[src/scfs_defs.vh]
// scfs_defs.vh: constants for the smartcard fault supervisor.
// assumes a 100 MHz system clock; included by the design file only.
`ifndef SCFS_DEFS_VH
`define SCFS_DEFS_VH

// timing
`define SCFS_CLK_MHZ 100
`define SCFS_T_UNIT_NS 25000
`define SCFS_T_UNIT_CYC ((`SCFS_T_UNIT_NS * `SCFS_CLK_MHZ) / 1000)
`define SCFS_HALF_T_CYC (`SCFS_T_UNIT_CYC / 2)
`define SCFS_DEB_MS 8
`define SCFS_DEB_CYC (`SCFS_DEB_MS * 1000 * 1000 * `SCFS_CLK_MHZ / 1000)
`define SCFS_POR_CYC 20'h10
`define SCFS_CNT_W 20

// register map, byte addresses
`define SCFS_ADDR_W 4
`define SCFS_A_CTRL 4'h0
`define SCFS_A_STAT 4'h4
`define SCFS_A_IRQ_ST 4'h8
`define SCFS_A_IRQ_MASK 4'hc

// fault/event bit positions
`define SCFS_EV_W 6
`define SCFS_EV_OVL 0
`define SCFS_EV_REM 1
`define SCFS_EV_SUP 2
`define SCFS_EV_CONV 3
`define SCFS_EV_HOT 4
`define SCFS_EV_INS 5

// supply select codes
`define SCFS_VSEL_3V 2'h0
`define SCFS_VSEL_5V 2'h1
`define SCFS_VSEL_1V8 2'h2

// deactivation steps
`define SCFS_DS_STEP_W 3
`endif

[src/scfs_fault_supervisor.v]
// scfs_fault_supervisor.v: fault monitor, debounce, emergency deactivation
// sequencer and card supply select for a smartcard interface.
// assumes one 100 MHz clock; all analog detector inputs and pins are async.
//
// The address-and-strobe port and the placing of the registers were chosen for this implementation.
`include "scfs_defs.vh"

// debounce length defaults to the full filter time; a bench may shorten it
module scfs_fault_supervisor #(
  parameter [`SCFS_CNT_W-1:0] DEB_CYC = `SCFS_DEB_CYC // debounce length in clock cycles
) (
  input wire clock, // system clock, 100 MHz
  input wire rstn, // async reset, active low
  input wire session_request_n, // host session request, active low
  input wire card_detect, // card presence contact, high = present
  input wire low_voltage_select, // 1.8 V select
  input wire high_mid_select, // 5 V / 3 V select
  input wire overload_det, // card supply overcurrent or short
  input wire supply_drop_det, // host supply below threshold
  input wire converter_fault_det, // step-up converter out of range
  input wire overheat_det, // die overtemperature
  input wire [3:0] reg_addr, // register byte address
  input wire [31:0] reg_wdata, // register write data
  input wire reg_wr, // register write strobe
  input wire reg_rd, // register read strobe
  output reg [31:0] reg_rdata, // read data, cycle after strobe
  output reg fault_status_n, // multiplexed fault/presence status, active low
  output reg card_power_on, // card supply enabled
  output reg [1:0] vcc_select, // card supply level code
  output reg card_rst_en, // card reset released
  output reg card_clk_en, // card clock running
  output reg card_io_en, // data lines enabled (else pulled low)
  output reg por_pulse, // internal power-on reset pulse
  output reg irq // level interrupt
);
  localparam ST_IDLE = 3'h0;
  localparam ST_ACTIVE = 3'h1;
  localparam ST_DEACT = 3'h2;
  localparam ST_HOLD = 3'h3;

  // ********************************************************
  // shared decoders
  // ********************************************************
  // register address match, used by every write strobe
  function reg_hit;
    input [3:0] addr;
    input [3:0] target;
    begin
      reg_hit = (addr == target);
    end
  endfunction

  // supply level code; the low voltage select has priority
  function [1:0] vsel_code;
    input lv;
    input hm;
    begin
      if (lv) begin
        vsel_code = `SCFS_VSEL_1V8;
      end else if (hm) begin
        vsel_code = `SCFS_VSEL_5V;
      end else begin
        vsel_code = `SCFS_VSEL_3V;
      end
    end
  endfunction

  wire wr_ctrl = reg_wr & reg_hit(reg_addr, `SCFS_A_CTRL);
  wire wr_irq = reg_wr & reg_hit(reg_addr, `SCFS_A_IRQ_ST);
  wire wr_mask = reg_wr & reg_hit(reg_addr, `SCFS_A_IRQ_MASK);

  // ********************************************************
  // input synchronisers
  // ********************************************************
  localparam NSYNC = 8;
  wire [NSYNC-1:0] async_in;
  reg [NSYNC-1:0] meta_r;
  reg [NSYNC-1:0] sync_r;
  assign async_in = {converter_fault_det, overheat_det, supply_drop_det, overload_det,
                     high_mid_select, low_voltage_select, card_detect, session_request_n};
  genvar gi;
  generate
    for (gi = 0; gi < NSYNC; gi = gi + 1) begin : g_sync
      always @(posedge clock or negedge rstn) begin
        if (!rstn) begin
          meta_r[gi] <= (gi == 0) ? 1'b1 : 1'b0;
          sync_r[gi] <= (gi == 0) ? 1'b1 : 1'b0;
        end else begin
          meta_r[gi] <= async_in[gi];
          sync_r[gi] <= meta_r[gi];
        end
      end
    end
  endgenerate
  wire req_s = ~sync_r[0];
  wire card_detect_s = sync_r[1];
  wire lv_s = sync_r[2];
  wire hm_s = sync_r[3];
  wire ovl_s = sync_r[4];
  wire sup_s = sync_r[5];
  wire hot_s = sync_r[6];
  wire conv_s = sync_r[7];

  // ********************************************************
  // presence debounce
  // ********************************************************
  reg present_r;
  reg [`SCFS_CNT_W-1:0] deb_cnt_r;
  always @(posedge clock or negedge rstn) begin
    if (!rstn) begin
      present_r <= 1'b0;
      deb_cnt_r <= {`SCFS_CNT_W{1'b0}};
    end else if (!card_detect_s) begin
      present_r <= 1'b0;
      deb_cnt_r <= {`SCFS_CNT_W{1'b0}};
    end else if (!present_r) begin
      if (deb_cnt_r == DEB_CYC - 1'b1) begin
        present_r <= 1'b1;
      end else begin
        deb_cnt_r <= deb_cnt_r + 1'b1;
      end
    end
  end

  // ********************************************************
  // fault detection and sequencer
  // ********************************************************
  reg [2:0] state_r;
  reg [2:0] state_nxt;
  reg [`SCFS_CNT_W-1:0] seq_cnt_r;
  reg sup_d_r;
  reg [`SCFS_CNT_W-1:0] por_cnt_r;
  wire in_session = (state_r == ST_ACTIVE);
  wire [`SCFS_EV_W-1:0] ev_raw = {1'b0, hot_s, conv_s, sup_s, ~present_r, ovl_s};
  wire any_fault = |ev_raw[`SCFS_EV_HOT:`SCFS_EV_OVL];

  always @* begin
    state_nxt = state_r;
    case (state_r)
      ST_IDLE: begin
        if (req_s && present_r) begin
          state_nxt = ST_ACTIVE;
        end
      end
      ST_ACTIVE: begin
        if (any_fault || !req_s) begin
          state_nxt = ST_DEACT;
        end
      end
      ST_DEACT: begin
        if (seq_cnt_r == `SCFS_HALF_T_CYC * 3 - 1) begin
          state_nxt = ST_HOLD;
        end
      end
      ST_HOLD: begin
        if (!req_s) begin
          state_nxt = ST_IDLE;
        end
      end
      default: state_nxt = ST_IDLE;
    endcase
  end

  always @(posedge clock or negedge rstn) begin
    if (!rstn) begin
      state_r <= ST_IDLE;
      seq_cnt_r <= {`SCFS_CNT_W{1'b0}};
      card_power_on <= 1'b0;
      card_rst_en <= 1'b0;
      card_clk_en <= 1'b0;
      card_io_en <= 1'b0;
      fault_status_n <= 1'b0;
    end else begin
      state_r <= state_nxt;
      seq_cnt_r <= (state_r == ST_DEACT) ? seq_cnt_r + 1'b1 : {`SCFS_CNT_W{1'b0}};
      case (state_nxt)
        ST_ACTIVE: begin
          card_power_on <= 1'b1;
          card_io_en <= 1'b1;
          card_clk_en <= 1'b1;
          card_rst_en <= 1'b1;
          fault_status_n <= 1'b1;
        end
        ST_DEACT: begin
          card_rst_en <= 1'b0;
          if (seq_cnt_r >= `SCFS_HALF_T_CYC - 1) begin
            card_clk_en <= 1'b0;
          end
          if (seq_cnt_r >= `SCFS_T_UNIT_CYC - 1) begin
            card_io_en <= 1'b0;
          end
          if (any_fault) begin
            fault_status_n <= 1'b0;
          end
        end
        ST_HOLD: begin
          card_power_on <= 1'b0;
          card_clk_en <= 1'b0;
          card_io_en <= 1'b0;
          if (!req_s) begin
            fault_status_n <= present_r;
          end
        end
        default: begin
          card_power_on <= 1'b0;
          card_rst_en <= 1'b0;
          card_clk_en <= 1'b0;
          card_io_en <= 1'b0;
          fault_status_n <= present_r;
        end
      endcase
    end
  end

  // ********************************************************
  // supply-drop reset pulse outside a session
  // ********************************************************
  always @(posedge clock or negedge rstn) begin
    if (!rstn) begin
      sup_d_r <= 1'b0;
      por_cnt_r <= {`SCFS_CNT_W{1'b0}};
      por_pulse <= 1'b0;
    end else begin
      sup_d_r <= sup_s;
      if (sup_s && !sup_d_r && !in_session) begin
        por_cnt_r <= `SCFS_POR_CYC;
      end else if (por_cnt_r != {`SCFS_CNT_W{1'b0}}) begin
        por_cnt_r <= por_cnt_r - 1'b1;
      end
      por_pulse <= (por_cnt_r != {`SCFS_CNT_W{1'b0}});
    end
  end

  // ********************************************************
  // supply select
  // ********************************************************
  always @(posedge clock or negedge rstn) begin
    if (!rstn) begin
      vcc_select <= `SCFS_VSEL_3V;
    end else begin
      vcc_select <= vsel_code(lv_s, hm_s);
    end
  end

  // ********************************************************
  // registers and interrupt
  // ********************************************************
  reg [`SCFS_EV_W-1:0] irq_st_r;
  reg [`SCFS_EV_W-1:0] irq_mask_r;
  reg ctrl_irq_en_r;
  reg present_d_r;
  wire [`SCFS_EV_W-1:0] ev_set;
  // events latch only while in a session, except insertion
  assign ev_set = {present_r & ~present_d_r,
                   in_session ? ev_raw[`SCFS_EV_HOT:`SCFS_EV_OVL] : {(`SCFS_EV_W-1){1'b0}}};
  wire [`SCFS_EV_W-1:0] ev_clr = wr_irq ?
                                 reg_wdata[`SCFS_EV_W-1:0] : {`SCFS_EV_W{1'b0}};

  always @(posedge clock or negedge rstn) begin
    if (!rstn) begin
      irq_st_r <= {`SCFS_EV_W{1'b0}};
      irq_mask_r <= {`SCFS_EV_W{1'b0}};
      ctrl_irq_en_r <= 1'b0;
      present_d_r <= 1'b0;
      reg_rdata <= 32'h0000_0000;
      irq <= 1'b0;
    end else begin
      present_d_r <= present_r;
      irq_st_r <= (irq_st_r & ~ev_clr) | ev_set; // set wins over clear
      if (wr_mask) begin
        irq_mask_r <= reg_wdata[`SCFS_EV_W-1:0];
      end
      if (wr_ctrl) begin
        ctrl_irq_en_r <= reg_wdata[0];
      end
      irq <= ctrl_irq_en_r & |(irq_st_r & irq_mask_r);
      reg_rdata <= 32'h0000_0000;
      if (reg_rd) begin
        case (reg_addr)
          `SCFS_A_CTRL: reg_rdata <= {31'h0, ctrl_irq_en_r};
          `SCFS_A_STAT: reg_rdata <= {24'h0, vcc_select, state_r, present_r, fault_status_n, req_s};
          `SCFS_A_IRQ_ST: reg_rdata <= {26'h0, irq_st_r};
          `SCFS_A_IRQ_MASK: reg_rdata <= {26'h0, irq_mask_r};
          default: reg_rdata <= 32'h0000_0000;
        endcase
      end
    end
  end
endmodule

[config.mk]
export PLATFORM = sky130hd
export DESIGN_NAME = scfs_fault_supervisor
export DESIGN_NICKNAME = d
export VERILOG_FILES = /design/src/scfs_fault_supervisor.v
export VERILOG_INCLUDE_DIRS = /design/src
export SDC_FILE = /design/constraint.sdc
export NUM_CORES = 1
export LEC_CHECK = 0
export ABC_AREA = 1
export BUFFER_PORTS_ARGS = -buffer_cell sky130_fd_sc_hd__buf_4
export CAP_MARGIN = 0
export CELL_PAD_IN_SITES_DETAIL_PLACEMENT = 0
export CELL_PAD_IN_SITES_GLOBAL_PLACEMENT = 1
export CORE_MARGIN = 2
export CORE_UTILIZATION = 38
export CTS_CLUSTER_DIAMETER = 120
export DETAILED_ROUTE_END_ITERATION = 8
export GPL_TIMING_DRIVEN = 1
export PLACE_DENSITY_LB_ADDON = 0.2
export REMOVE_ABC_BUFFERS = 1
export SETUP_SLACK_MARGIN = 0.05
export SLEW_MARGIN = 10
export SYNTH_ARGS = -nofsm -noshare
export SYNTH_HDL_FRONTEND = slang
export SYNTH_SLANG_ARGS = --single-unit
[constraint.sdc]
create_clock -name clock -period 1.79 [get_ports clock]
set_clock_uncertainty 0.05 [all_clocks]
set_input_delay 0.0895 -clock clock [delete_from_list [all_inputs] [get_ports clock]]
set_output_delay 0.0895 -clock clock [all_outputs]
set_load 0.01 [all_outputs]
* Word-level counts from Yosys, hierarchy flattened
Index checks and enable logic that the tools add are counted.
Operators by class: magnitude comparators 2, eq/ne operators 17, bitwise operators 12, multiplexer cells 29, $add $sub $neg 3, reductions and logical operators 14
Operator list (count):
- $mux W20 | 6
- $add A20 B1 Y20 const B | 2
- $pmux W8 S4 | 1
- $eq A20 B12 Y1 const B | 1
- $eq A20 B20 Y1 const B | 1
- $ge A20 B11 Y1 const B | 1
- $ge A20 B12 Y1 const B | 1
- $reduce_bool A20 Y1 | 1
- $sub A20 B1 Y20 const B | 1
- $and A6 B6 Y6 | 2
- $eq A3 B2 Y1 const B | 4
- $mux W3 | 4
- $ne A2 B2 Y1 const B | 6
- $pmux W3 S4 | 1
- $eq A4 B4 Y1 const B | 2
- $mux W1 | 8
- $mux W8 | 1
- $pmux W1 S2 | 4
- $eq A3 B1 Y1 const B | 2
- $mux W6 | 1
- $not A6 Y6 | 1
- $or A6 B6 Y6 | 1
- $reduce_or A6 Y1 | 1
- $and A1 B1 Y1 | 5
- 13 further kinds | 19
Storage, ports and cells: output and inout bits 41, logic and storage cells 112, input port bits 48, bits in registers 136

* Longest topological paths before layout
depth in word-level cells 8, gate-level depth with buffers 13, mapped depth without buffers 13

* Worst setup path before layout
Ideal clock, no wire load.
kind flip-flop to flip-flop, from register deb_cnt_r[0], to register deb_cnt_r[5], period minus slack after synthesis 1693 ps, path buffers 1, required time 1620 ps, stages on the path, launching flop included 11, arrival 1523 ps, library setup time 120 ps, setup slack 97 ps, cells stage by stage dfrtp_1 > ha_1 > and3_4 > nand2_2 > inv_2 > nand3_2 > nand2_4 > inv_2 > buf_6 > nand4_1 > o21ai_2
On the way: cells in the longest elaborated chain, start to end 4, elaborated cells on any way between the ends 7, those cells by class 1 x add/sub; 2 x eq/ne; 3 x mux; 1 x reduce/logical
Ends and longest elaborated chain:
- start: declaration | line scfs_fault_supervisor.v:108 | reg [`SCFS_CNT_W-1:0] deb_cnt_r;
- start signal: assignment | line scfs_fault_supervisor.v:112 | deb_cnt_r <= {`SCFS_CNT_W{1'b0}};
- start signal: assignment | line scfs_fault_supervisor.v:115 | deb_cnt_r <= {`SCFS_CNT_W{1'b0}};
- start signal: assignment | line scfs_fault_supervisor.v:120 | deb_cnt_r <= deb_cnt_r + 1'b1;
- $add A20 B1 Y20 | line scfs_fault_supervisor.v:120
- $mux W20 | line scfs_fault_supervisor.v:117 | if (deb_cnt_r == DEB_CYC - 1'b1) begin
- $mux W20 | line scfs_fault_supervisor.v:116 | end else if (!present_r) begin
- $mux W20 | line scfs_fault_supervisor.v:113 | end else if (!card_detect_s) begin
Several ways; a longest one is shown, not always the timed one. The select of a mux whose other input is x is not followed. A chain may end at the register's enable or synchronous reset.

* Final worst setup path
from register deb_cnt_r[16], to register deb_cnt_r[0]
On the way: cells in the longest elaborated chain, start to end 3
Ends and longest elaborated chain (line):
- $eq A20 B20 Y1 | scfs_fault_supervisor.v:117
- $ne A2 B2 Y1 (no line)
- $reduce_and A2 Y1 (no line)
No other way between the ends.

==> run_results.csv <==
group,metric,value,unit
global_route,antenna_found_initial,0,
min_path,hp-start,"reg_wr",
sta,slew-limit-headroom,61.6,%
power_and_ir_drop,power_switching_share,31.6,%
global_route,grt-ovfl-total,0,
layout,drive_above_1_share,21.3,%
route,antenna_left,0,
die,rows,44,
worst_setup_path,cp_top_family,"simple AND/OR/NAND/NOR gates",
die,start_util,39.2,%
power_and_ir_drop,peakVddDrop,0.726,mV
synthesis,synth_seq_area_share,48.9,%
global_route,grt.total_usage,17.0,%
sta,rsz0062_at_grt,"false",
sta,tightest_slew,0.576,ns
sta,setup_viol,0,
placed_design,numPortBuffers,38,
layout,n_antenna_cell,0,
worst_setup_path,end_kind,"flop",
worst_setup_path,crit_required,2.03,ns
worst_setup_path,r2r_cells,6,
min_path,whs_path_depth,3,
die,fp.dieW,127,um
synthesis,synthDistinctLibCells,45,
worst_setup_path,crit_type,"flop to flop",
clock_tree,root_buffer,"clkbuf_16",
synthesis,syn_area_per_cell,8.23,um^2
synthesis,synth_area,0.00574,mm^2
synthesis,yosys.area.top_type,"dfrtp_1",
global_route,grt_max_degree,48,
power_and_ir_drop,leakage,3.43,nW
sta,final.min_clock_period,1.66,ns
worst_setup_path,cp_num_cells,6,
worst_setup_path,crit_top_cell,"nand2_8",
job,cap_viol_max_count,0,
clock_tree,cts.clk_slew.worst_paths,0.08,ns
clock_tree,clock_path_buffers,2,
clock_tree,cts_sinks,112,
power_and_ir_drop,clock_power_share,32.3,%
layout,nets,847,
worst_setup_path,cpMaxStageDelayCell,"dfrtp_1",
sta,hold_viol,0,
worst_setup_path,crit_arrival,1.90,ns
sta,fin_crit_sh,92.8,%
route,drc,0,
worst_setup_path,worstSetupStartpointType,"flop",
die,chipHeight,127,um
worst_setup_path,crit_fanout,8,
worst_setup_path,critPathBufInv,1,
power_and_ir_drop,p_int,4.50,mW
synthesis,yosys.area.top_type_share,48.0,%
min_path,hold_path.class,"input pin to flop",
route,wirelength,13.1,mm
global_route,first_global_vias,4524,
sta,maxSlewViolCount,0,
power_and_ir_drop,power_frac_comb,21.4,%
outcome,status,"complete, no violations",
worst_setup_path,critPathMaxStageDelay,0.45,ns
clock_tree,clk_latency,0.36,ns
placed_design,place_congestion,0.825,
layout,fillers,1444,
die,ios,89,
route,vias,4781,
worst_setup_path,path_cells,"nor4_2 -> nand3_4 -> nand2_8 -> nand2_8 -> buf_6 -> o21ai_1",
power_and_ir_drop,totalPowerFinal,6.58,mW
clock_tree,htreeDepth,3,
worst_setup_path,r2r_end,"deb_cnt_r[0]",
power_and_ir_drop,switchingPower,2.08,mW
synthesis,synth_area_leaders,"dfrtp_1 (48%), nand2_1 (10%), nor2_1 (5.6%)",
route,wl_per_cell,13.3,um
die,dieArea,0.0161,mm^2
min_path,hold_end,"ctrl_irq_en_r",
layout,syn_to_final_growth,23.0,%
global_route,grt_pass1_wl,22.2,mm
power_and_ir_drop,power_density,932,mW/mm^2
die,core,0.0146,mm^2
sta,fmax,602,MHz
sta,setup_tns,0,ns
synthesis,ys_ff_latch,112,
route,first_iter_violations,241,
worst_setup_path,r2r_start,"deb_cnt_r[16]",
power_and_ir_drop,seqPwrFrac,46.3,%
route,first_pass_iters,5,
placed_design,hpwl,9.56,mm
clock_tree,cts_tree,"done",
worst_setup_path,rrSetupSlack,0.13,ns
layout,final-seq-area,0.00281,mm^2
route,viasPerCell,4.87,
synthesis,synthCells,697,
layout,multi_input_area,0.00260,mm^2
synthesis,yosys_warnings,0,
clock_tree,cts_buffers,9,
==> synthesized netlist by cell type, drive strengths merged <==
| cell | n |
|---|---|
| and2 | 1 |
| inv | 89 |
| a221oi | 3 |
| ha | 5 |
| clkbuf | 2 |
| nand2 | 160 |
| o22ai | 1 |
| o41ai | 1 |
| xor2 | 15 |
| conb | 1 |
| nor4 | 3 |
| nor3b | 2 |
| or2 | 2 |
| dfstp | 2 |
| buf | 30 |
| o21bai | 1 |
| a21boi | 1 |
| nor2 | 91 |
| and3 | 2 |
| nand3 | 45 |
| nand4 | 19 |
| o31ai | 3 |
| nand3b | 2 |
| a31oi | 3 |
| xnor2 | 9 |
| o21ai | 38 |
| nor3 | 38 |
| a21oi | 13 |
| dfrtp | 110 |
| o211ai | 5 |
==> cell families (layout without fill, tap and decap cells) <==
group,count (synthesis),after routing,synth area share [%]
compound gates,69,69,7.52
buf+inv,121,198,9.92
other cells,1,25,0.0654
xor+xnor,24,24,3.66
fa+ha+maj,5,5,1.09
flops,112,112,48.9
simple gates,365,365,28.8
==> worst min-delay path, delay by kind of cell <==
kind                   cells  cell delay (ns)
AO/OA/AOI/OAI              1             0.08
buffers and inverters      1             0.12
AND/OR/NAND/NOR            1             0.10
==> layer usage <==
| layer | GRT usage (%) | part of all wire (%) | vias to the layer above |
|---|---|---|---|
| li1 | - | - | 2397 |
| met1 | 23.9 | 48 | 2256 |
| met2 | 26.2 | 46 | 113 |
| met3 | 3.80 | 4.7 | 15 |
| met4 | 5.17 | 1.4 | 0 |
| met5 | 0 | 0 | - |
==> cells in the final DEF (no fill, tap or decap), types with 4 or more instances in the layout <==
cell	n
a21oi_1	13
buf_4	75
clkbuf_16	9
conb_1	25
dfrtp_1	106
dfrtp_2	4
dlygate4sd3_1	16
ha_2	4
inv_1	77
inv_2	10
nand2_1	146
nand2_2	11
nand3_1	42
nand4_1	19
nor2_1	80
nor2_2	10
nor3_1	26
nor3_2	6
nor3_4	6
o211ai_1	5
o21ai_0	25
o21ai_2	10
xnor2_1	9
xor2_1	15
==> final cells by class <==
type / count / area share [%]
clock buffer: 9 / 3.19
clock inverter: 6 / 1.22
inverter: 89 / 4.88
multi-input combinational: 488 / 36.8
sequential: 112 / 39.8
tap: 184 / 3.26
timing repair buffer: 94 / 10.8
==> state kept, by name, indices dropped and copies added, names as in the netlist, 2 cells and up <==
name        count
deb_cnt_r      20
irq_mask_r      6
irq_st_r        6
meta_r          8
por_cnt_r      20
reg_rdata       8
seq_cnt_r      20
state_r         3
vcc_select      2
==> power groups by stage <==
stage	sequential, mW	combinational [mW]	clock [mW]
after floorplan	3.03	0.947	0
after global placement	3.08	1.34	0
after detailed placement	3.08	1.35	0
after CTS	3.04	1.38	2.20
after global routing	3.09	1.64	2.30
final	3.05	1.41	2.12
==> worst max-delay path by stage <==
stage / to / startpoint
5_1_grt: seq_cnt_r[18] / seq_cnt_r[0]
6_report: deb_cnt_r[0] / deb_cnt_r[16]
3_5_place_dp: deb_cnt_r[4] / deb_cnt_r[0]
4_1_cts: deb_cnt_r[4] / deb_cnt_r[0]
3_3_place_gp: deb_cnt_r[15] / deb_cnt_r[0]
2_1_floorplan: deb_cnt_r[4] / deb_cnt_r[0]
==> timing repair <==
item	in CTS	in global routing
hold buffers	16	0
resized for setup	0	52
setup buffers	0	16
hold endpoints to repair	117	0
endpoints found under the setup margin	0	29
==> per-stage QoR <==
stage / utilization [%] / setup WS [ns] / cells / hold WS (ns) / area [um^2]
floorplan: - / 0.0565 / 689 / -0.256 / 5590
global placement: 43.0 / 0.120 / 935 / -0.0233 / 6300
detailed placement: 43.0 / 0.0672 / 935 / -0.0227 / 6300
CTS: 46.2 / 0.0548 / 966 / 0.0126 / 6770
global route: 48.2 / 0.00719 / 982 / 0.0262 / 7060
finish: 48.2 / 0.129 / 982 / 0.0229 / 7060
(Power assumes the default switching activity.)
